[src/rtl/fault_seq_defines.vh]
// constants shared by the fault sequencer files
`ifndef FAULT_SEQ_DEFINES_VH
`define FAULT_SEQ_DEFINES_VH

// clock rate and prescaler
`define CLK_RATE_MHZ        125
`define US_CYCLES           (`CLK_RATE_MHZ * 1)
`define US_CNT_W            7
`define US_CNT_LAST         7'h7C

// line-low blanking and detection window, in ms
`define BLANK_TIME_MS       500
`define WINDOW_TIME_MS      50
`define US_PER_MS           1000
`define MS_CNT_W            10

// open timing pin blanking, in us
`define OPEN_BLANK_US       30
`define OPEN_CNT_W          6
`define OPEN_CNT_LIMIT      6'h1E

// synchronised input vector layout
`define SYNC_W              8
`define IN_LINE_LOW         0
`define IN_UNDERVOLT        1
`define IN_LATCH_OFF        2
`define IN_OVER_TEMP        3
`define IN_TIMING_LOW       4
`define IN_ERRAMP_CHARGE    5
`define IN_SUPPLY_ABOVE_ON  6
`define IN_SUPPLY_BELOW_OFF 7

`endif

[src/rtl/brownout_fault_sequencer.v]
// fault sequencer: line-low detection, fault gathering, ready and gate control
//
// Summary of operation
// line below threshold closes the clamp switch holding the pin near 980 mV
// first comparator high sets the event latch and starts 500 ms blanking
// no line-low fault is declared while blanking runs
// blanking expiry starts a 50 ms detection window timer
// comparator high at expiry or inside the window asserts line-low fault
// comparator low for the whole window means no fault
// window end clears event latch and both timers
// line-low fault disables gates, grounds control node, holds ready low
// line-low fault also resets timers, opens clamp, enables hysteresis sink
// before supply turn-on the pin is held low so start is in fault
// after turn-on sink stays enabled until pin rises above threshold
// over-temperature trip disables gates until temperature falls below lower limit
// supply reset selects the upper thermal trip threshold
// lockout releases above turn-on level, re-engages below off level
// lockout or circuit off keeps both gate outputs sinking
// timing current low beyond 30 us sets open-pin latch, circuit off
// open-pin latch clears only during supply lockout
// any fault turns circuit off; recovery is automatic once all clear
// ready is high only during nominal regulated operation
// start-up latch holds ready low until error amplifier stops charging
// timers run from a prescaled tick; comparator inputs pass two flops
// supply lockout resets latch, timers, start-up latch, leaving fault set
`timescale 1ns/1ps
`default_nettype none
`include "fault_seq_defines.vh"
module brownout_fault_sequencer #(
    parameter [`MS_CNT_W-1:0] US_PER_MS   = `US_PER_MS,
    parameter [`MS_CNT_W-1:0] BLANK_MS    = `BLANK_TIME_MS,
    parameter [`MS_CNT_W-1:0] WINDOW_MS   = `WINDOW_TIME_MS
) (
    input  wire clk,
    input  wire rst_n,
    input  wire lineLowCmpOut,
    input  wire outputUndervoltProt,
    input  wire externalLatchOff,
    input  wire overTemperatureTrip,
    input  wire timingCurrentLow,
    input  wire errAmpCharging,
    input  wire supplyAboveOn,
    input  wire supplyBelowOff,
    output reg  gateEnableA_ff,
    output reg  gateEnableB_ff,
    output reg  controlNodeGround_ff,
    output reg  readyToDownstream_ff,
    output reg  lineClampSwitch_ff,
    output reg  hysteresisSinkEnable_ff,
    output reg  lineLowPinHold_ff,
    output reg  thermalUpperSel_ff,
    output reg  lineLowFaultState_ff,
    output reg  lineLowEventLatch_ff,
    output reg  openTimingFault_ff,
    output reg  supplyLockout_ff,
    output reg  startupLatch_ff
);
    // one-hot states of the line-low sequencer
    localparam [3:0] ST_IDLE   = 4'h1;
    localparam [3:0] ST_BLANK  = 4'h2;
    localparam [3:0] ST_WINDOW = 4'h4;
    localparam [3:0] ST_FAULT  = 4'h8;

    // synchroniser input and output vectors
    wire [`SYNC_W-1:0]     rawIn;
    wire [`SYNC_W-1:0]     syncIn;

    // synchronised comparator decisions
    wire                   lineLow;
    wire                   underVolt;
    wire                   latchOff;
    wire                   overTemp;
    wire                   timingLow;
    wire                   errAmpChg;
    wire                   aboveOn;
    wire                   belowOff;

    // gathered shutdown request and timer expiries
    wire                   circuitOff;
    wire                   blankExpire;
    wire                   windowExpire;

    // prescaler counters and ticks
    reg  [`US_CNT_W-1:0]   usCnt_ff;
    reg                    usTick_ff;
    reg  [`MS_CNT_W-1:0]   msCnt_ff;
    reg                    msTick_ff;

    // line-low sequencer state, timers and next values
    reg  [3:0]             state_ff;
    reg  [3:0]             nxt_state;
    reg  [`MS_CNT_W-1:0]   blankCnt_ff;
    reg  [`MS_CNT_W-1:0]   nxt_blankCnt;
    reg  [`MS_CNT_W-1:0]   winCnt_ff;
    reg  [`MS_CNT_W-1:0]   nxt_winCnt;
    reg                    nxt_eventLatch;

    // open pin counter and thermal shutdown flag
    reg  [`OPEN_CNT_W-1:0] openCnt_ff;
    reg                    thermalShut_ff;

    // comparator decisions arrive asynchronously
    assign rawIn = {supplyBelowOff, supplyAboveOn, errAmpCharging, timingCurrentLow,
                    overTemperatureTrip, externalLatchOff, outputUndervoltProt,
                    lineLowCmpOut};

    sync_2ff #(
        .WIDTH(`SYNC_W)
    ) u_sync (
        .clk    (clk),
        .rst_n  (rst_n),
        .asyncIn(rawIn),
        .syncOut(syncIn)
    );

    assign lineLow   = syncIn[`IN_LINE_LOW];
    assign underVolt = syncIn[`IN_UNDERVOLT];
    assign latchOff  = syncIn[`IN_LATCH_OFF];
    assign overTemp  = syncIn[`IN_OVER_TEMP];
    assign timingLow = syncIn[`IN_TIMING_LOW];
    assign errAmpChg = syncIn[`IN_ERRAMP_CHARGE];
    assign aboveOn   = syncIn[`IN_SUPPLY_ABOVE_ON];
    assign belowOff  = syncIn[`IN_SUPPLY_BELOW_OFF];

    // gathered shutdown causes
    assign circuitOff = lineLowFaultState_ff | underVolt | latchOff | thermalShut_ff |
                        openTimingFault_ff | supplyLockout_ff;

    // timer expiries on the ms tick that completes each count
    assign blankExpire  = msTick_ff &&
                          (blankCnt_ff + {{(`MS_CNT_W-1){1'b0}}, 1'b1} >= BLANK_MS);
    assign windowExpire = msTick_ff &&
                          (winCnt_ff + {{(`MS_CNT_W-1){1'b0}}, 1'b1} >= WINDOW_MS);

    // microsecond and millisecond prescaler ticks
    always @(posedge clk or negedge rst_n) begin
        if (!rst_n) begin
            usCnt_ff  <= {`US_CNT_W{1'b0}};
            usTick_ff <= 1'b0;
            msCnt_ff  <= {`MS_CNT_W{1'b0}};
            msTick_ff <= 1'b0;
        end else begin
            usTick_ff <= (usCnt_ff == `US_CNT_LAST);
            msTick_ff <= 1'b0;
            if (usCnt_ff == `US_CNT_LAST) begin
                usCnt_ff <= {`US_CNT_W{1'b0}};
            end else begin
                usCnt_ff <= usCnt_ff + {{(`US_CNT_W-1){1'b0}}, 1'b1};
            end
            if (usTick_ff) begin
                if (msCnt_ff >= US_PER_MS - {{(`MS_CNT_W-1){1'b0}}, 1'b1}) begin
                    msCnt_ff  <= {`MS_CNT_W{1'b0}};
                    msTick_ff <= 1'b1;
                end else begin
                    msCnt_ff <= msCnt_ff + {{(`MS_CNT_W-1){1'b0}}, 1'b1};
                end
            end
        end
    end

    // supply lockout with hysteresis between on and off levels
    always @(posedge clk or negedge rst_n) begin
        if (!rst_n) begin
            supplyLockout_ff <= 1'b1;
        end else if (belowOff) begin
            supplyLockout_ff <= 1'b1; // re-engage below off level
        end else if (aboveOn) begin
            supplyLockout_ff <= 1'b0; // release above turn-on level
        end
    end

    // line-low sequencer next state
    always @* begin
        nxt_state      = state_ff;
        nxt_blankCnt   = blankCnt_ff;
        nxt_winCnt     = winCnt_ff;
        nxt_eventLatch = lineLowEventLatch_ff;
        case (state_ff)
            ST_IDLE: begin
                // timers rest at zero between events
                nxt_blankCnt = {`MS_CNT_W{1'b0}};
                nxt_winCnt   = {`MS_CNT_W{1'b0}};
                if (lineLow) begin
                    nxt_eventLatch = 1'b1; // first high sets the latch
                    nxt_state      = ST_BLANK; // start blanking
                end
            end

            ST_BLANK: begin
                // no fault can be declared here before blanking expires
                if (msTick_ff) begin
                    nxt_blankCnt = blankCnt_ff + {{(`MS_CNT_W-1){1'b0}}, 1'b1};
                end
                if (blankExpire) begin
                    if (lineLow) begin
                        nxt_state = ST_FAULT; // high at expiry
                    end else begin
                        nxt_state  = ST_WINDOW; // open detection window
                        nxt_winCnt = {`MS_CNT_W{1'b0}};
                    end
                end
            end

            ST_WINDOW: begin
                if (msTick_ff) begin
                    nxt_winCnt = winCnt_ff + {{(`MS_CNT_W-1){1'b0}}, 1'b1};
                end
                if (lineLow) begin
                    nxt_state = ST_FAULT; // high inside the window
                end else if (windowExpire) begin
                    nxt_state      = ST_IDLE; // stayed low, no fault
                    nxt_eventLatch = 1'b0; // window end clears latch
                    nxt_blankCnt   = {`MS_CNT_W{1'b0}};
                    nxt_winCnt     = {`MS_CNT_W{1'b0}};
                end
            end

            ST_FAULT: begin
                nxt_blankCnt   = {`MS_CNT_W{1'b0}}; // timers held reset
                nxt_winCnt     = {`MS_CNT_W{1'b0}};
                nxt_eventLatch = 1'b0;
                // leave only with the pin back up and the supply released
                if (!lineLow && !supplyLockout_ff) begin
                    nxt_state = ST_IDLE; // pin back above threshold
                end
            end

            default: begin
                // an illegal code falls back into the fault state
                nxt_state      = ST_FAULT;
                nxt_blankCnt   = {`MS_CNT_W{1'b0}};
                nxt_winCnt     = {`MS_CNT_W{1'b0}};
                nxt_eventLatch = 1'b0;
            end
        endcase

        // lockout forces the fault and clears latch and timers
        if (supplyLockout_ff) begin
            nxt_state      = ST_FAULT;
            nxt_blankCnt   = {`MS_CNT_W{1'b0}};
            nxt_winCnt     = {`MS_CNT_W{1'b0}};
            nxt_eventLatch = 1'b0;
        end
    end

    // line-low sequencer registers, reset into fault
    always @(posedge clk or negedge rst_n) begin
        if (!rst_n) begin
            state_ff             <= ST_FAULT;
            blankCnt_ff          <= {`MS_CNT_W{1'b0}};
            winCnt_ff            <= {`MS_CNT_W{1'b0}};
            lineLowEventLatch_ff <= 1'b0;
            lineLowFaultState_ff <= 1'b1;
        end else begin
            state_ff             <= nxt_state;
            blankCnt_ff          <= nxt_blankCnt;
            winCnt_ff            <= nxt_winCnt;
            lineLowEventLatch_ff <= nxt_eventLatch;
            lineLowFaultState_ff <= (nxt_state == ST_FAULT);
        end
    end

    // clamp, hysteresis sink and pin hold-down
    always @(posedge clk or negedge rst_n) begin
        if (!rst_n) begin
            lineClampSwitch_ff      <= 1'b0;
            hysteresisSinkEnable_ff <= 1'b0;
            lineLowPinHold_ff       <= 1'b1;
        end else begin
            // clamp closed while line low and no fault
            lineClampSwitch_ff <= lineLow && (nxt_state != ST_FAULT);
            // sink on in fault after turn-on until pin rises
            hysteresisSinkEnable_ff <= (nxt_state == ST_FAULT) && !supplyLockout_ff &&
                                       lineLow;
            // pin pulled below threshold until turn-on level
            lineLowPinHold_ff <= supplyLockout_ff;
        end
    end

    // thermal shutdown with threshold selection
    always @(posedge clk or negedge rst_n) begin
        if (!rst_n) begin
            thermalShut_ff     <= 1'b0;
            thermalUpperSel_ff <= 1'b1; // supply reset picks upper limit
        end else if (thermalUpperSel_ff) begin
            if (overTemp) begin
                thermalShut_ff     <= 1'b1; // trip at upper limit
                thermalUpperSel_ff <= 1'b0;
            end
        end else if (!overTemp) begin
            thermalShut_ff     <= 1'b0; // cooled below lower limit
            thermalUpperSel_ff <= 1'b1;
        end
    end

    // open timing pin blanking and fault latch
    always @(posedge clk or negedge rst_n) begin
        if (!rst_n) begin
            openCnt_ff         <= {`OPEN_CNT_W{1'b0}};
            openTimingFault_ff <= 1'b0;
        end else begin
            if (!timingLow) begin
                openCnt_ff <= {`OPEN_CNT_W{1'b0}};
            end else if (usTick_ff && (openCnt_ff != `OPEN_CNT_LIMIT)) begin
                openCnt_ff <= openCnt_ff + {{(`OPEN_CNT_W-1){1'b0}}, 1'b1};
            end
            if (supplyLockout_ff) begin
                openTimingFault_ff <= 1'b0; // cleared only in lockout
            end else if (timingLow && (openCnt_ff == `OPEN_CNT_LIMIT)) begin
                openTimingFault_ff <= 1'b1; // persisted beyond blanking
            end
        end
    end

    // start-up latch: set while off, cleared when regulation is reached
    always @(posedge clk or negedge rst_n) begin
        if (!rst_n) begin
            startupLatch_ff <= 1'b1;
        end else if (circuitOff) begin
            startupLatch_ff <= 1'b1; // start or recovery from fault
        end else if (!errAmpChg) begin
            startupLatch_ff <= 1'b0; // error amplifier stopped charging
        end
    end

    // gate drive, control node and ready output
    always @(posedge clk or negedge rst_n) begin
        if (!rst_n) begin
            gateEnableA_ff       <= 1'b0;
            gateEnableB_ff       <= 1'b0;
            controlNodeGround_ff <= 1'b1;
            readyToDownstream_ff <= 1'b0;
        end else begin
            // gates sink whenever off, resume automatically
            gateEnableA_ff       <= !circuitOff;
            gateEnableB_ff       <= !circuitOff;
            controlNodeGround_ff <= circuitOff; // soft-start on recovery
            // ready only in nominal regulated operation
            readyToDownstream_ff <= !circuitOff && !startupLatch_ff;
        end
    end
endmodule
`default_nettype wire

[src/rtl/sync_2ff.v]
// two flip-flop synchroniser, one stage pair per bit
`timescale 1ns/1ps
`default_nettype none
module sync_2ff #(
    parameter WIDTH = 8
) (
    input  wire             clk,
    input  wire             rst_n,
    input  wire [WIDTH-1:0] asyncIn,
    output wire [WIDTH-1:0] syncOut
);
    genvar i;
    generate
        for (i = 0; i < WIDTH; i = i + 1) begin : g_bit
            reg stage1_ff;
            reg stage2_ff;
            // first stage feeds only the second
            always @(posedge clk or negedge rst_n) begin
                if (!rst_n) begin
                    stage1_ff <= 1'b0;
                    stage2_ff <= 1'b0;
                end else begin
                    stage1_ff <= asyncIn[i];
                    stage2_ff <= stage1_ff;
                end
            end
            assign syncOut[i] = stage2_ff;
        end
    endgenerate
endmodule
`default_nettype wire

[config.mk]
export PLATFORM = sky130hd
export DESIGN_NAME = brownout_fault_sequencer
export DESIGN_NICKNAME = d
export VERILOG_FILES = /design/src/rtl/brownout_fault_sequencer.v /design/src/rtl/sync_2ff.v
export VERILOG_INCLUDE_DIRS = /design/src /design/src/rtl
export SDC_FILE = /design/constraint.sdc
export NUM_CORES = 1
export LEC_CHECK = 0
export BUFFER_PORTS_ARGS = -buffer_cell sky130_fd_sc_hd__buf_2
export CORE_MARGIN = 2
export CORE_UTILIZATION = 59
export DETAILED_ROUTE_END_ITERATION = 8
export HOLD_SLACK_MARGIN = 0.12
export PLACE_DENSITY = 0.78
export SETUP_SLACK_MARGIN = 0.1
export SYNTH_ARGS = -nofsm -noshare
export SYNTH_HDL_FRONTEND = slang
export SYNTH_SLANG_ARGS = --single-unit
export TNS_END_PERCENT = 30
[constraint.sdc]
create_clock -name clk -period 3.3 [get_ports clk]
set_input_delay 0.165 -clock clk [delete_from_list [all_inputs] [get_ports clk]]
set_output_delay 0.165 -clock clk [all_outputs]
set_load 0.01 [all_outputs]
# After elaboration in Yosys (flattened, before gate mapping)

Cells that the tools add are included.
W data, S select, Z words.

Add/subtract/negate cells: 5
$mul: 0
Divide/modulo/power cells: 0
Magnitude comparators: 3
Equality and inequality tests: 20
Shift-type cells: 0
Muxes and demuxes: 41
Bitwise operators: 5
Reduce and logical (&&, ||, !) cells: 19

Operators by type and width:

| operator                | count |
|---|---|
| $mux W10                | 11 |
| $pmux W10 S2            | 2 |
| $add A10 B1 Y10 const B | 3 |
| $mux W4                 | 7 |
| $mux W1                 | 16 |
| $pmux W4 S4             | 1 |
| $ne A3 B3 Y1 const B    | 5 |
| $mux W6                 | 2 |
| $ge A10 B10 Y1 const B  | 1 |
| $ge A10 B6 Y1 const B   | 1 |
| $ge A10 B9 Y1 const B   | 1 |
| $logic_and A1 B1 Y1     | 9 |
| $eq A4 B4 Y1 const B    | 2 |
| $ne A2 B2 Y1 const B    | 4 |
| $add A7 B1 Y7 const B   | 1 |
| $eq A7 B7 Y1 const B    | 1 |
| $mux W7                 | 1 |
| $add A6 B1 Y6 const B   | 1 |
| $eq A6 B5 Y1 const B    | 1 |
| $ne A6 B5 Y1 const B    | 1 |
| $or A1 B1 Y1            | 5 |
| $eq A4 B1 Y1 const B    | 1 |
| $eq A4 B2 Y1 const B    | 1 |
| $eq A4 B3 Y1 const B    | 1 |
| 9 further kinds         | 14 |

Bits in registers: 78
Latch bits: 0
Memory bits (writable): 0
ROM bits: 0
Input bits: 10
Output and inout port bits: 13
Word-level logic and storage cells: 130
Memories: 0

# Depth between registers and ports, before layout

Gate-level depths: netlist of run 1.

Depth after elaboration: 10
Gate-level depth with buffers: 10
Depth with buffers taken out: 9

# Modules after synthesis

Synthesis of run 1 repeated with hierarchy kept, for this count alone.

Cells, all modules: 417
Area, all modules: 4002.6 µm²

Modules (own cells, without submodules):

| module                   | instances | cells an instance | area an instance (µm²) | seq. area each (µm²) |
|---|---|---|---|---|
| brownout_fault_sequencer | 1         | 393               | 3542.1                 | 1560.2 |
| sync_2ff                 | 1         | 24                | 460.4                  | 400.4 |

# Worst setup path before layout of run 1

OpenSTA, ideal clock, no wires.

Path kind: register to register
Start: reg winCnt_ff[0]
End: reg winCnt_ff[8]
Library setup time: 0.126 ns
Arrival time: 2.367 ns
Data required time: 3.174 ns
Path slack: 0.807 ns
Cell stages (with the launch flop): 9
Buffers on the path: 1
Period minus slack after synthesis: 2.493 ns
Cell sequence: dfrtp_1 -> ha_1 -> and3_1 -> or4_1 -> o21ai_0 -> o31ai_1 -> o21a_1 -> buf_2 -> a221o_2

Longest elaborated chain between the ends: 7
Elaborated cells between the ends (all ways): 8
Those cells by class: add/sub (1); order compare (1); mux (5); reduce/logical (1)

Ends and longest elaborated chain:

| item                   | line                                                           | RTL |
|---|---|---|
| start, declared        | brownout_fault_sequencer.v:94                                  | `` reg [`MS_CNT_W-1:0] winCnt_ff; `` |
| start signal, assigned | brownout_fault_sequencer.v:251                                 | `` winCnt_ff <= {`MS_CNT_W{1'b0}}; `` |
| start signal, assigned | brownout_fault_sequencer.v:257                                 | `winCnt_ff <= nxt_winCnt;` |
| $add A10 B1 Y10 (*)    | brownout_fault_sequencer.v:133, brownout_fault_sequencer.v:206 |  |
| $ge A10 B6 Y1          | brownout_fault_sequencer.v:133                                 | `` (winCnt_ff + {{(`MS_CNT_W-1){1'b0}}, 1'b1} >= WINDOW_MS); `` |
| $logic_and A1 B1 Y1    | brownout_fault_sequencer.v:132                                 | `assign windowExpire = msTick_ff &&` |
| $mux W10               | brownout_fault_sequencer.v:210                                 | `end else if (windowExpire) begin` |
| $mux W10 (*)           | brownout_fault_sequencer.v:208                                 | `if (lineLow) begin` |
| $pmux W10 S2 (*)       | brownout_fault_sequencer.v:178                                 | `case (state_ff)` |
| $mux W10 (*)           | brownout_fault_sequencer.v:238                                 | `if (supplyLockout_ff) begin` |

Mark *: on every way between the ends. The rest lies on a longest branch, timed or not.
A chain may end at the register's enable or synchronous reset.

# Worst setup path in the final report of run 1

Start: reg winCnt_ff[0]
End: reg winCnt_ff[2]

The elaborated chain is that of the path after synthesis.

==> results.json, run 1 <==
{
  "worst_ep_required_time_ns": 3.59,
  "clock_sink_count": 78,
  "r2r-end": "winCnt_ff[2]",
  "slew_limit_fails": 0,
  "clock_latency_ns": 0.34,
  "critical_path.startpoint_type": "flop",
  "layout_common_cells": "71 x sky130_fd_sc_hd__dfrtp_1, 36 x sky130_fd_sc_hd__nor2_1, 35 x sky130_fd_sc_hd__o21ai_0, 34 x sky130_fd_sc_hd__nand2_1, 21 x sky130_fd_sc_hd__buf_2",
  "grt_pass1_vias": 2461,
  "final_nets": 417,
  "cap_viol_max_count": 0,
  "drt_first_pass_iters": 4,
  "timing.slew.headroom": 0.387,
  "io_pins": 23,
  "min-delay-start": "u_sync.g_bit[3].stage1_ff",
  "worst_clock_skew_ns": 0.00623,
  "floorplan.rows": 28,
  "ys_dominant_reg_cell": "sky130_fd_sc_hd__dfrtp_1",
  "fmax_ghz": 0.348,
  "cp_data_arrival_time_ns": 3.16,
  "critPathKind": "flop to flop",
  "worstSetupEndpointType": "flop",
  "hold_violations": 0,
  "fill_cells": 442,
  "ys_warn_count": 0,
  "cts_tree": "built",
  "static-leakage-power_nw": 1.90,
  "wl_per_cell_um": 13.7,
  "die_x_um": 83.5,
  "max-vdd-ir-drop_uv": 372,
  "finalSetupViolations": 0,
  "clock_tree.htree_level_count": 3,
  "drive_gt1_frac": 0.139,
  "mostFrequentLayoutCell": "sky130_fd_sc_hd__dfrtp_1",
  "clockRootBuffer": "sky130_fd_sc_hd__clkbuf_8",
  "crit-reg2reg-launch": "winCnt_ff[0]",
  "drt-vias-per-instance": 5.71,
  "route.detailed.drc": 0,
  "ff2ff_setup_slack_ns": 0.43,
  "area_growth_syn_to_fin_pct": 11.3,
  "slowest_delay_ns": 0.47,
  "grt_overflow_total": 0,
  "worstHoldPathCells": 0,
  "hp-class": "flop to flop",
  "power.density_cell_area_nw_per_um2": 421,
  "drt.antenna.violating_nets": 0,
  "global_route_wire_length_before_repair_mm": 11.0,
  "gr-usage-all-layers": 0.195,
  "totalNegativeSetupSlack_ns": 0,
  "synth.avg_cell_area_um2": 10.0,
  "initial_core_util": 0.618,
  "postRouteWirelength_mm": 6.57,
  "gp_congestion": 0.930,
  "ys_seq_elements": 78,
  "syn-instance-count": 371,
  "final.setup.worst_slack_ns": 0.426,
  "buffer_ports.inserted": 22,
  "postCtsResizedCells": 0,
  "numCtsBuffers": 9,
  "post_synth_instance_area_um2": 3720,
  "worst_setup_hold_path_clk_slew_ns": 0.08,
  "outcome": "completed",
  "antennaDiodeCount": 0,
  "dpl_worst_slack_ns": 0.460,
  "grt_antenna_before_repair": 0,
  "async_s_r_ff_share_synth": 1.00,
  "min_to": "u_sync.g_bit[3].stage2_ff",
  "placedCellCount": 453,
  "die-area_um2": 6960,
  "syn_nets": 390,
  "synth.lib_cells_used.distinct": 61,
  "crit_path_max_fanout": 16,
  "cp_cell_sequence": "ha_1 > xor2_1 > a2111oi_0 > o21ai_0 > o31ai_1 > o21a_1 > nor3b_1 > a211o_2",
  "cts.path.max_buffers": 2,
  "final_period_minus_worst_setup_slack_ns": 2.87,
  "synth_edf_count": 0,
  "first_drt_iteration_drcs": 177,
  "period_share": 0.871,
  "grt_setup_unrepaired": "false",
  "reg2reg_depth": 8,
  "grt_start_max_net_pins": 79,
  "die_height_um": 83.5,
  "post-dp-hpwl_mm": 4.40,
  "crit_path_top_delay_cell": "sky130_fd_sc_hd__dfrtp_1",
  "sequential_cell_area_fraction_in_the_yosys_report": 0.526,
  "timing_worst_slew_pin_value_ns": 0.919,
  "core-area_um2": 6030,
  "via_count": 2727,
  "finish.cell_count_without_fillers": 478
}
## cells in the mapped netlist, types with 3 or more instances
cell | number | area [um2]
sky130_fd_sc_hd__a21o_1 | 3 | 22.5
sky130_fd_sc_hd__a21oi_1 | 9 | 45.0
sky130_fd_sc_hd__a31oi_1 | 5 | 31.3
sky130_fd_sc_hd__and2_1 | 11 | 68.8
sky130_fd_sc_hd__and3_1 | 10 | 62.6
sky130_fd_sc_hd__buf_4 | 3 | 22.5
sky130_fd_sc_hd__clkbuf_1 | 9 | 33.8
sky130_fd_sc_hd__dfrtp_1 | 71 | 1780
sky130_fd_sc_hd__dfstp_2 | 7 | 184
sky130_fd_sc_hd__ha_1 | 9 | 113
sky130_fd_sc_hd__inv_1 | 17 | 63.8
sky130_fd_sc_hd__nand2_1 | 34 | 128
sky130_fd_sc_hd__nand2b_1 | 5 | 31.3
sky130_fd_sc_hd__nand3_1 | 10 | 50.1
sky130_fd_sc_hd__nand4_1 | 8 | 50.1
sky130_fd_sc_hd__nor2_1 | 36 | 135
sky130_fd_sc_hd__nor3_1 | 7 | 35.0
sky130_fd_sc_hd__nor4_1 | 4 | 25.0
sky130_fd_sc_hd__o21a_1 | 4 | 30.0
sky130_fd_sc_hd__o21ai_0 | 35 | 175
sky130_fd_sc_hd__o221ai_1 | 3 | 26.3
sky130_fd_sc_hd__o31ai_1 | 4 | 30.0
sky130_fd_sc_hd__xnor2_1 | 11 | 96.3
sky130_fd_sc_hd__xor2_1 | 6 | 52.6
## registers in the layout, summed over array words and instances, names as in the netlist, 4 cells and up
name,flops
u_sync.g_bit.stage2_ff,8
usCnt_ff,7
msCnt_ff,10
state_ff,4
u_sync.g_bit.stage1_ff,8
openCnt_ff,6
blankCnt_ff,10
winCnt_ff,10
## worst max-delay path by stage
stage | start | endpoint | slack (ns) | cells past startpoint
final | winCnt_ff[0] | winCnt_ff[2] | 0.43 | 8
after global routing | winCnt_ff[0] | winCnt_ff[2] | 0.23 | 8
after CTS | winCnt_ff[0] | blankCnt_ff[1] | 0.44 | 8
after detailed placement | winCnt_ff[0] | blankCnt_ff[1] | 0.46 | 8
after global placement | winCnt_ff[0] | blankCnt_ff[1] | 0.53 | 8
after floorplan | winCnt_ff[0] | winCnt_ff[8] | 0.81 | 8
## final cells by class
| cell class | instances | area (um2) | area share |
|---|---|---|---|
| Timing Repair Buffer | 31 | 203 | 0.0489 |
| Sequential cell | 78 | 1960 | 0.473 |
| Multi-Input combinational cell | 261 | 1620 | 0.392 |
| Inverter | 17 | 63.8 | 0.0154 |
| Clock inverter | 5 | 58.8 | 0.0142 |
| Clock buffer | 11 | 141 | 0.0341 |
| Tap cell | 75 | 93.8 | 0.0226 |
## cells by family (layout without fill, tap and decap cells)
| group | Yosys count | after routing | synth area share |
|---|---|---|---|
| DFF | 78 | 78 | 0.526 |
| adders and majority gates | 10 | 10 | 0.0329 |
| xor gates and xnor gates | 17 | 17 | 0.0400 |
| and+or+nand+nor | 143 | 143 | 0.195 |
| buffers and inverters | 32 | 64 | 0.0380 |
| muxes | 2 | 2 | 0.00537 |
| AOI/OAI and AO/OA | 89 | 89 | 0.162 |
## through the flow
step / utilization / cell area (um2) / total power [mW] / hold WS, ns
3_3_place_gp: 0.640 / 3850 / 1.05 / 0.273
3_5_place_dp: 0.640 / 3850 / 1.05 / 0.274
6_report: 0.688 / 4140 / 1.74 / 0.350
2_1_floorplan: - / 3720 / 1.02 / -0.131
5_1_grt: 0.688 / 4140 / 1.81 / 0.360
4_1_cts: 0.688 / 4140 / 1.76 / 0.347
## worst max-delay path, delay by kind of cell, from the launching register on
family,cells,cell delay (ns)
AOI/OAI and AO/OA,5,1.62
DFF,1,0.47
adders and majority gates,1,0.32
and+or+nand+nor,1,0.23
xor gates and xnor gates,1,0.17
## where the power goes
group	leakage (nW)	switching [mW]	total, mW	internal, mW
Sequential	1.01	0.0116	0.986	0.975
Combinational	0.790	0.0311	0.0524	0.0213
Clock	0.0955	0.335	0.705	0.370
## routing by layer
layer	vias up	GRT usage	share of wire
li1	1370	-	-
met1	1304	0.250	0.48
met2	45	0.323	0.48
met3	8	0.0514	0.034
met4	0	0.0660	0.011
met5	-	0	0
## what timing repair did
| action | in CTS | in global routing |
|---|---|---|
| endpoints found under the hold margin | 79 | 0 |
| endpoints found under the setup margin | 0 | 0 |
| hold buffers | 9 | 0 |
| setup buffers | 0 | 0 |
No activity file was read; power rests on OpenSTA's default activity.
==> run 2, diff against run 1 <==
Settings changed: CORE_MARGIN 2 to not set.
==> results.json, run 2 (synthesis gave the netlist of run 1 again) <==
{
  "postPlaceCellArea_um2": 3850,
  "mostFrequentLayoutCell": "sky130_fd_sc_hd__dfrtp_1",
  "fmax_ghz": 0.346,
  "area_growth_syn_to_fin_pct": 12.6,
  "worstSetupEndpointType": "flop",
  "crit_path_max_fanout": 16,
  "grt_pass1_vias": 2696,
  "worst_clock_skew_ns": 0.00981,
  "cts.path.max_buffers": 2,
  "gr-usage-all-layers": 0.228,
  "die_x_um": 81.5,
  "totalNegativeSetupSlack_ns": 0,
  "worst_setup_hold_path_clk_slew_ns": 0.09,
  "wl_per_cell_um": 13.9,
  "static-leakage-power_nw": 1.93,
  "critPathKind": "flop to flop",
  "worst_ep_required_time_ns": 3.55,
  "buffer_ports.inserted": 22,
  "postCtsHoldBufs": 9,
  "power.density_cell_area_nw_per_um2": 457,
  "finalPower_mw": 1.92,
  "die-area_um2": 6630,
  "clock_sink_count": 78,
  "cap_viol_max_count": 0,
  "stdcell_area_um2": 4200,
  "route.detailed.drc": 0,
  "hold_violations": 0,
  "grt_overflow_total": 0,
  "post-dp-hpwl_mm": 4.37,
  "final_period_minus_worst_setup_slack_ns": 2.89,
  "timing_worst_slew_pin_value_ns": 0.931,
  "grt_start_max_net_pins": 79,
  "drt-vias-per-instance": 5.77,
  "slew_limit_fails": 0,
  "clockRootBuffer": "sky130_fd_sc_hd__clkbuf_8",
  "clock_latency_ns": 0.35,
  "die_height_um": 81.5,
  "floorplan.rows": 28,
  "core-area_um2": 5990,
  "via_count": 2758,
  "final_util": 0.700,
  "gp_congestion": 0.865,
  "grt_setup_unrepaired": "false",
  "global_route_wire_length_before_repair_mm": 11.5,
  "io_pins": 23,
  "critical_path.startpoint_type": "flop",
  "drive_gt1_frac": 0.141,
  "biggestRegsByFlops": "blankCnt_ff (10), msCnt_ff (10), winCnt_ff (10)",
  "hp-class": "flop to flop",
  "period_share": 0.876,
  "postCtsResizedCells": 0,
  "layout_common_cells": "71 x sky130_fd_sc_hd__dfrtp_1, 36 x sky130_fd_sc_hd__nor2_1, 35 x sky130_fd_sc_hd__o21ai_0, 34 x sky130_fd_sc_hd__nand2_1, 21 x sky130_fd_sc_hd__buf_2",
  "antennaDiodeCount": 0,
  "first_drt_iteration_drcs": 138,
  "grt_antenna_before_repair": 0,
  "numCtsBuffers": 9,
  "clock_tree.htree_level_count": 3,
  "postRouteWirelength_mm": 6.64,
  "outcome": "completed",
  "finalHoldWorstSlack_ns": 0.353,
  "final_nets": 417,
  "drt_first_pass_iters": 4,
  "cts_tree": "built",
  "finalSetupViolations": 0,
  "cp_data_arrival_time_ns": 3.13,
  "max-vdd-ir-drop_uv": 428,
  "fill_cells": 436,
  "timing.slew.headroom": 0.379,
  "post_cts_buffers": 0,
  "initial_core_util": 0.622,
  "drt.antenna.violating_nets": 0
}
-- run 2: changes by cell type in the layout (fill, tap and decap cells not counted) --
cell / before / now
sky130_fd_sc_hd__bufinv_16: 1 / 3
sky130_fd_sc_hd__clkbuf_1: 1 / 0
sky130_fd_sc_hd__clkinv_2: 1 / 0
sky130_fd_sc_hd__clkinvlp_4: 2 / 0
sky130_fd_sc_hd__inv_8: 0 / 1
sky130_fd_sc_hd__inv_6: 0 / 2
sky130_fd_sc_hd__clkbuf_8: 10 / 9
-- run 2: layout make-up --
type | count | area (um2) | area share
Sequential cell | 78 | 1960 | 0.467
Tap cell | 75 | 93.8 | 0.0224
Multi-Input combinational cell | 261 | 1620 | 0.387
Clock buffer | 9 | 124 | 0.0295
Timing Repair Buffer | 31 | 203 | 0.0483
Inverter | 17 | 63.8 | 0.0152
Clock inverter | 7 | 128 | 0.0304
-- run 2: worst max-delay path, stage by stage (launching register included) --
cell	delay, ns
sky130_fd_sc_hd__dfrtp_1	0.47
sky130_fd_sc_hd__ha_1	0.31
sky130_fd_sc_hd__and3_1	0.26
sky130_fd_sc_hd__or4_1	0.51
sky130_fd_sc_hd__o21ai_0	0.12
sky130_fd_sc_hd__o31ai_1	0.15
sky130_fd_sc_hd__o21a_1	0.39
sky130_fd_sc_hd__or2_2	0.37
sky130_fd_sc_hd__a32o_1	0.20
-- run 2: routing by layer --
layer	global-route usage	up-vias	share of wire	routed length, um
met2	0.386	57	0.49	3240
met4	0.0893	0	0.013	89
met1	0.281	1324	0.46	3050
li1	-	1368	-	-
met5	0	-	0	0
met3	0.0533	9	0.039	260
-- run 2: where the power goes --
part | switching [mW] | total (mW) | internal, mW
clock network | 0.363 | 0.878 | 0.514
registers | 0.0120 | 0.987 | 0.975
logic | 0.0306 | 0.0518 | 0.0212
total | 0.406 | 1.92 | 1.51
-- run 2: final timing paths --
| check | start | to | slack, ns | depth (start not counted) |
|---|---|---|---|---|
| max in group asynchronous | rst_n | winCnt_ff[3] | 2.20 | 2 |
| hold / removal | u_sync.g_bit[7].stage1_ff | u_sync.g_bit[7].stage2_ff | 0.35 | 0 |
| setup reg to reg | winCnt_ff[0] | blankCnt_ff[1] | 0.41 | 8 |
| hold reg to reg | u_sync.g_bit[7].stage1_ff | u_sync.g_bit[7].stage2_ff | 0.35 | 0 |
| setup / recovery | winCnt_ff[0] | blankCnt_ff[1] | 0.41 | 8 |
| min in group asynchronous | rst_n | u_sync.g_bit[3].stage1_ff | 0.51 | 2 |
-- run 2: stage by stage --
stage | worst slack (ns) | instances
detailed placement | 0.415 | 453
CTS | 0.407 | 478
global route | 0.206 | 478
floorplan | 0.807 | 371
global placement | 0.517 | 453
finish | 0.411 | 478
==> run 3, diff against run 2 <==
Clock period 3.3 ns to 3.13 ns, I/O delays scaled along.
==> results.json, run 3 (synthesis gave the netlist of run 1 again) <==
{
  "cp_cell_sequence": "ha_1 > and3_1 > or4_1 > o21ai_0 > o31ai_1 > o21a_2 > or2_2 > a32o_1",
  "finish.cell_count_without_fillers": 478,
  "hp-class": "flop to flop",
  "grt_antenna_before_repair": 0,
  "grt_setup_unrepaired": "false",
  "finalPower_mw": 1.86,
  "power.switching_fraction": 0.233,
  "path_buf_inv": 0,
  "grt_start_max_net_pins": 79,
  "post-dp-hpwl_mm": 4.38,
  "crit_path_max_fanout": 16,
  "postRouteWirelength_mm": 6.71,
  "crit_path_top_delay_cell": "sky130_fd_sc_hd__or4_1",
  "worstSetupEndpointType": "flop",
  "biggestRegsByFlops": "blankCnt_ff (10), msCnt_ff (10), winCnt_ff (10)",
  "placedCellCount": 453,
  "final_period_minus_worst_setup_slack_ns": 2.80,
  "fill_cells": 440,
  "worst_clock_skew_ns": 0.00791,
  "drt-vias-per-instance": 5.68,
  "clock_tree.htree_level_count": 3,
  "first_drt_iteration_drcs": 158,
  "grt_pass1_vias": 2581,
  "floorplan.rows": 28,
  "clockRootBuffer": "sky130_fd_sc_hd__clkbuf_8",
  "layout_common_cells": "71 x sky130_fd_sc_hd__dfrtp_1, 36 x sky130_fd_sc_hd__nor2_1, 35 x sky130_fd_sc_hd__o21ai_0, 34 x sky130_fd_sc_hd__nand2_1, 21 x sky130_fd_sc_hd__buf_2",
  "internal_power_mw": 1.43,
  "clock_latency_ns": 0.35,
  "core-area_um2": 5990,
  "die_height_um": 81.5,
  "worst_setup_hold_path_clk_slew_ns": 0.08,
  "max-vdd-ir-drop_uv": 463,
  "post_cts_buffers": 0,
  "drt_first_pass_iters": 4,
  "clock_sink_count": 78,
  "buffer_ports.inserted": 22,
  "finalSetupViolations": 0,
  "timing_worst_slew_pin_value_ns": 0.939,
  "mostFrequentLayoutCell": "sky130_fd_sc_hd__dfrtp_1",
  "cap_viol_max_count": 0,
  "critical_path.top_delay_family": "simple AND/OR/NAND/NOR gates",
  "antennaDiodeCount": 0,
  "static-leakage-power_nw": 1.90,
  "die-area_um2": 6630,
  "wl_per_cell_um": 14.0,
  "cp_data_arrival_time_ns": 3.04,
  "hold_violations": 0,
  "outcome": "completed",
  "drt.antenna.violating_nets": 0,
  "power.density_cell_area_nw_per_um2": 449,
  "fmax_ghz": 0.357,
  "via_count": 2716,
  "gr-usage-all-layers": 0.229,
  "initial_core_util": 0.622,
  "global_route_wire_length_before_repair_mm": 11.6,
  "period_share": 0.895,
  "power.share.sequential": 0.559,
  "critPathKind": "flop to flop",
  "critical_path.startpoint_type": "flop",
  "numCtsBuffers": 9,
  "final_nets": 417,
  "die_x_um": 81.5,
  "totalNegativeSetupSlack_ns": 0,
  "cts_tree": "built",
  "p_clk_frac": 0.412,
  "slew_limit_fails": 0,
  "drive_gt1_frac": 0.144,
  "io_pins": 23,
  "timing.slew.headroom": 0.374,
  "cts.path.max_buffers": 2,
  "area_growth_syn_to_fin_pct": 11.4,
  "slowest_delay_ns": 0.50,
  "grt_overflow_total": 0,
  "gp_congestion": 0.865,
  "worst_ep_required_time_ns": 3.37,
  "power_switching_uw": 434,
  "combinational_power_share": 0.030,
  "route.detailed.drc": 0
}
==> run 3: changes by cell type in the layout (fill, tap and decap cells not counted) <==
| cell | change |
|---|---|
| sky130_fd_sc_hd__o21a_2 | +1 |
| sky130_fd_sc_hd__o21a_1 | -1 |
| sky130_fd_sc_hd__clkinv_4 | -1 |
| sky130_fd_sc_hd__bufinv_16 | -2 |
| sky130_fd_sc_hd__clkinvlp_4 | +3 |
==> run 3: final timing paths <==
path / to / start / slack, ns / depth (start not counted)
worst max register to register: blankCnt_ff[1] / winCnt_ff[0] / 0.33 / 8
worst min-delay path: u_sync.g_bit[7].stage2_ff / u_sync.g_bit[7].stage1_ff / 0.35 / 0
worst max-delay path: blankCnt_ff[1] / winCnt_ff[0] / 0.33 / 8
min in group asynchronous: msCnt_ff[0] / rst_n / 0.51 / 2
worst min register to register: u_sync.g_bit[7].stage2_ff / u_sync.g_bit[7].stage1_ff / 0.35 / 0
max in group asynchronous: winCnt_ff[6] / rst_n / 2.02 / 2
==> run 3: metrics by stage <==
step | utilization | area, um2 | hold slack, ns | setup slack (ns)
4_1_cts | 0.693 | 4150 | 0.357 | 0.234
6_report | 0.693 | 4150 | 0.352 | 0.329
5_1_grt | 0.693 | 4150 | 0.361 | 0.167
2_1_floorplan | - | 3720 | -0.139 | 0.637
3_3_place_gp | 0.643 | 3850 | 0.264 | 0.347
3_5_place_dp | 0.643 | 3850 | 0.266 | 0.250
==> run 3: worst reg2reg max path, delay by kind of cell (launching register included) <==
kind / cells / cell delay (ns)
AND/OR/NAND/NOR: 3 / 1.09
adder cells (fa/ha/maj): 1 / 0.31
flip-flops: 1 / 0.47
AO/OA/AOI/OAI: 4 / 0.82
==> run 3: routing by layer <==
metal / share of wire / wire (um) / vias to the layer above / global-route usage
met5: 0 / 0 / - / 0
met3: 0.045 / 301 / 12 / 0.0556
met1: 0.47 / 3180 / 1271 / 0.299
met2: 0.47 / 3130 / 63 / 0.374
met4: 0.015 / 99 / 0 / 0.0768
li1: - / - / 1370 / -
==> run 3: cell type report <==
type	instances	area, um2	share of cell area
clock buffers	9	124	0.0298
inverters	17	63.8	0.0154
multi-input cells	261	1620	0.391
repair buffers	31	203	0.0488
well taps	75	93.8	0.0226
flip-flops and latches	78	1960	0.472
clock inverters	7	81.3	0.0196
==> run 3: timing repair <==
item,CTS,global route
hold buffers,9,0
endpoints found under the setup margin,0,9
endpoints found under the hold margin,79,0
resized for setup,0,1
==> run 3: power groups by stage <==
stage | Combinational (mW) | Sequential [mW] | Clock [mW]
global route | 0.0637 | 1.04 | 0.827
detailed placement | 0.0477 | 1.06 | 0
finish | 0.0550 | 1.04 | 0.767
CTS | 0.0565 | 1.04 | 0.789
global placement | 0.0468 | 1.06 | 0
floorplan | 0.0153 | 1.06 | 0
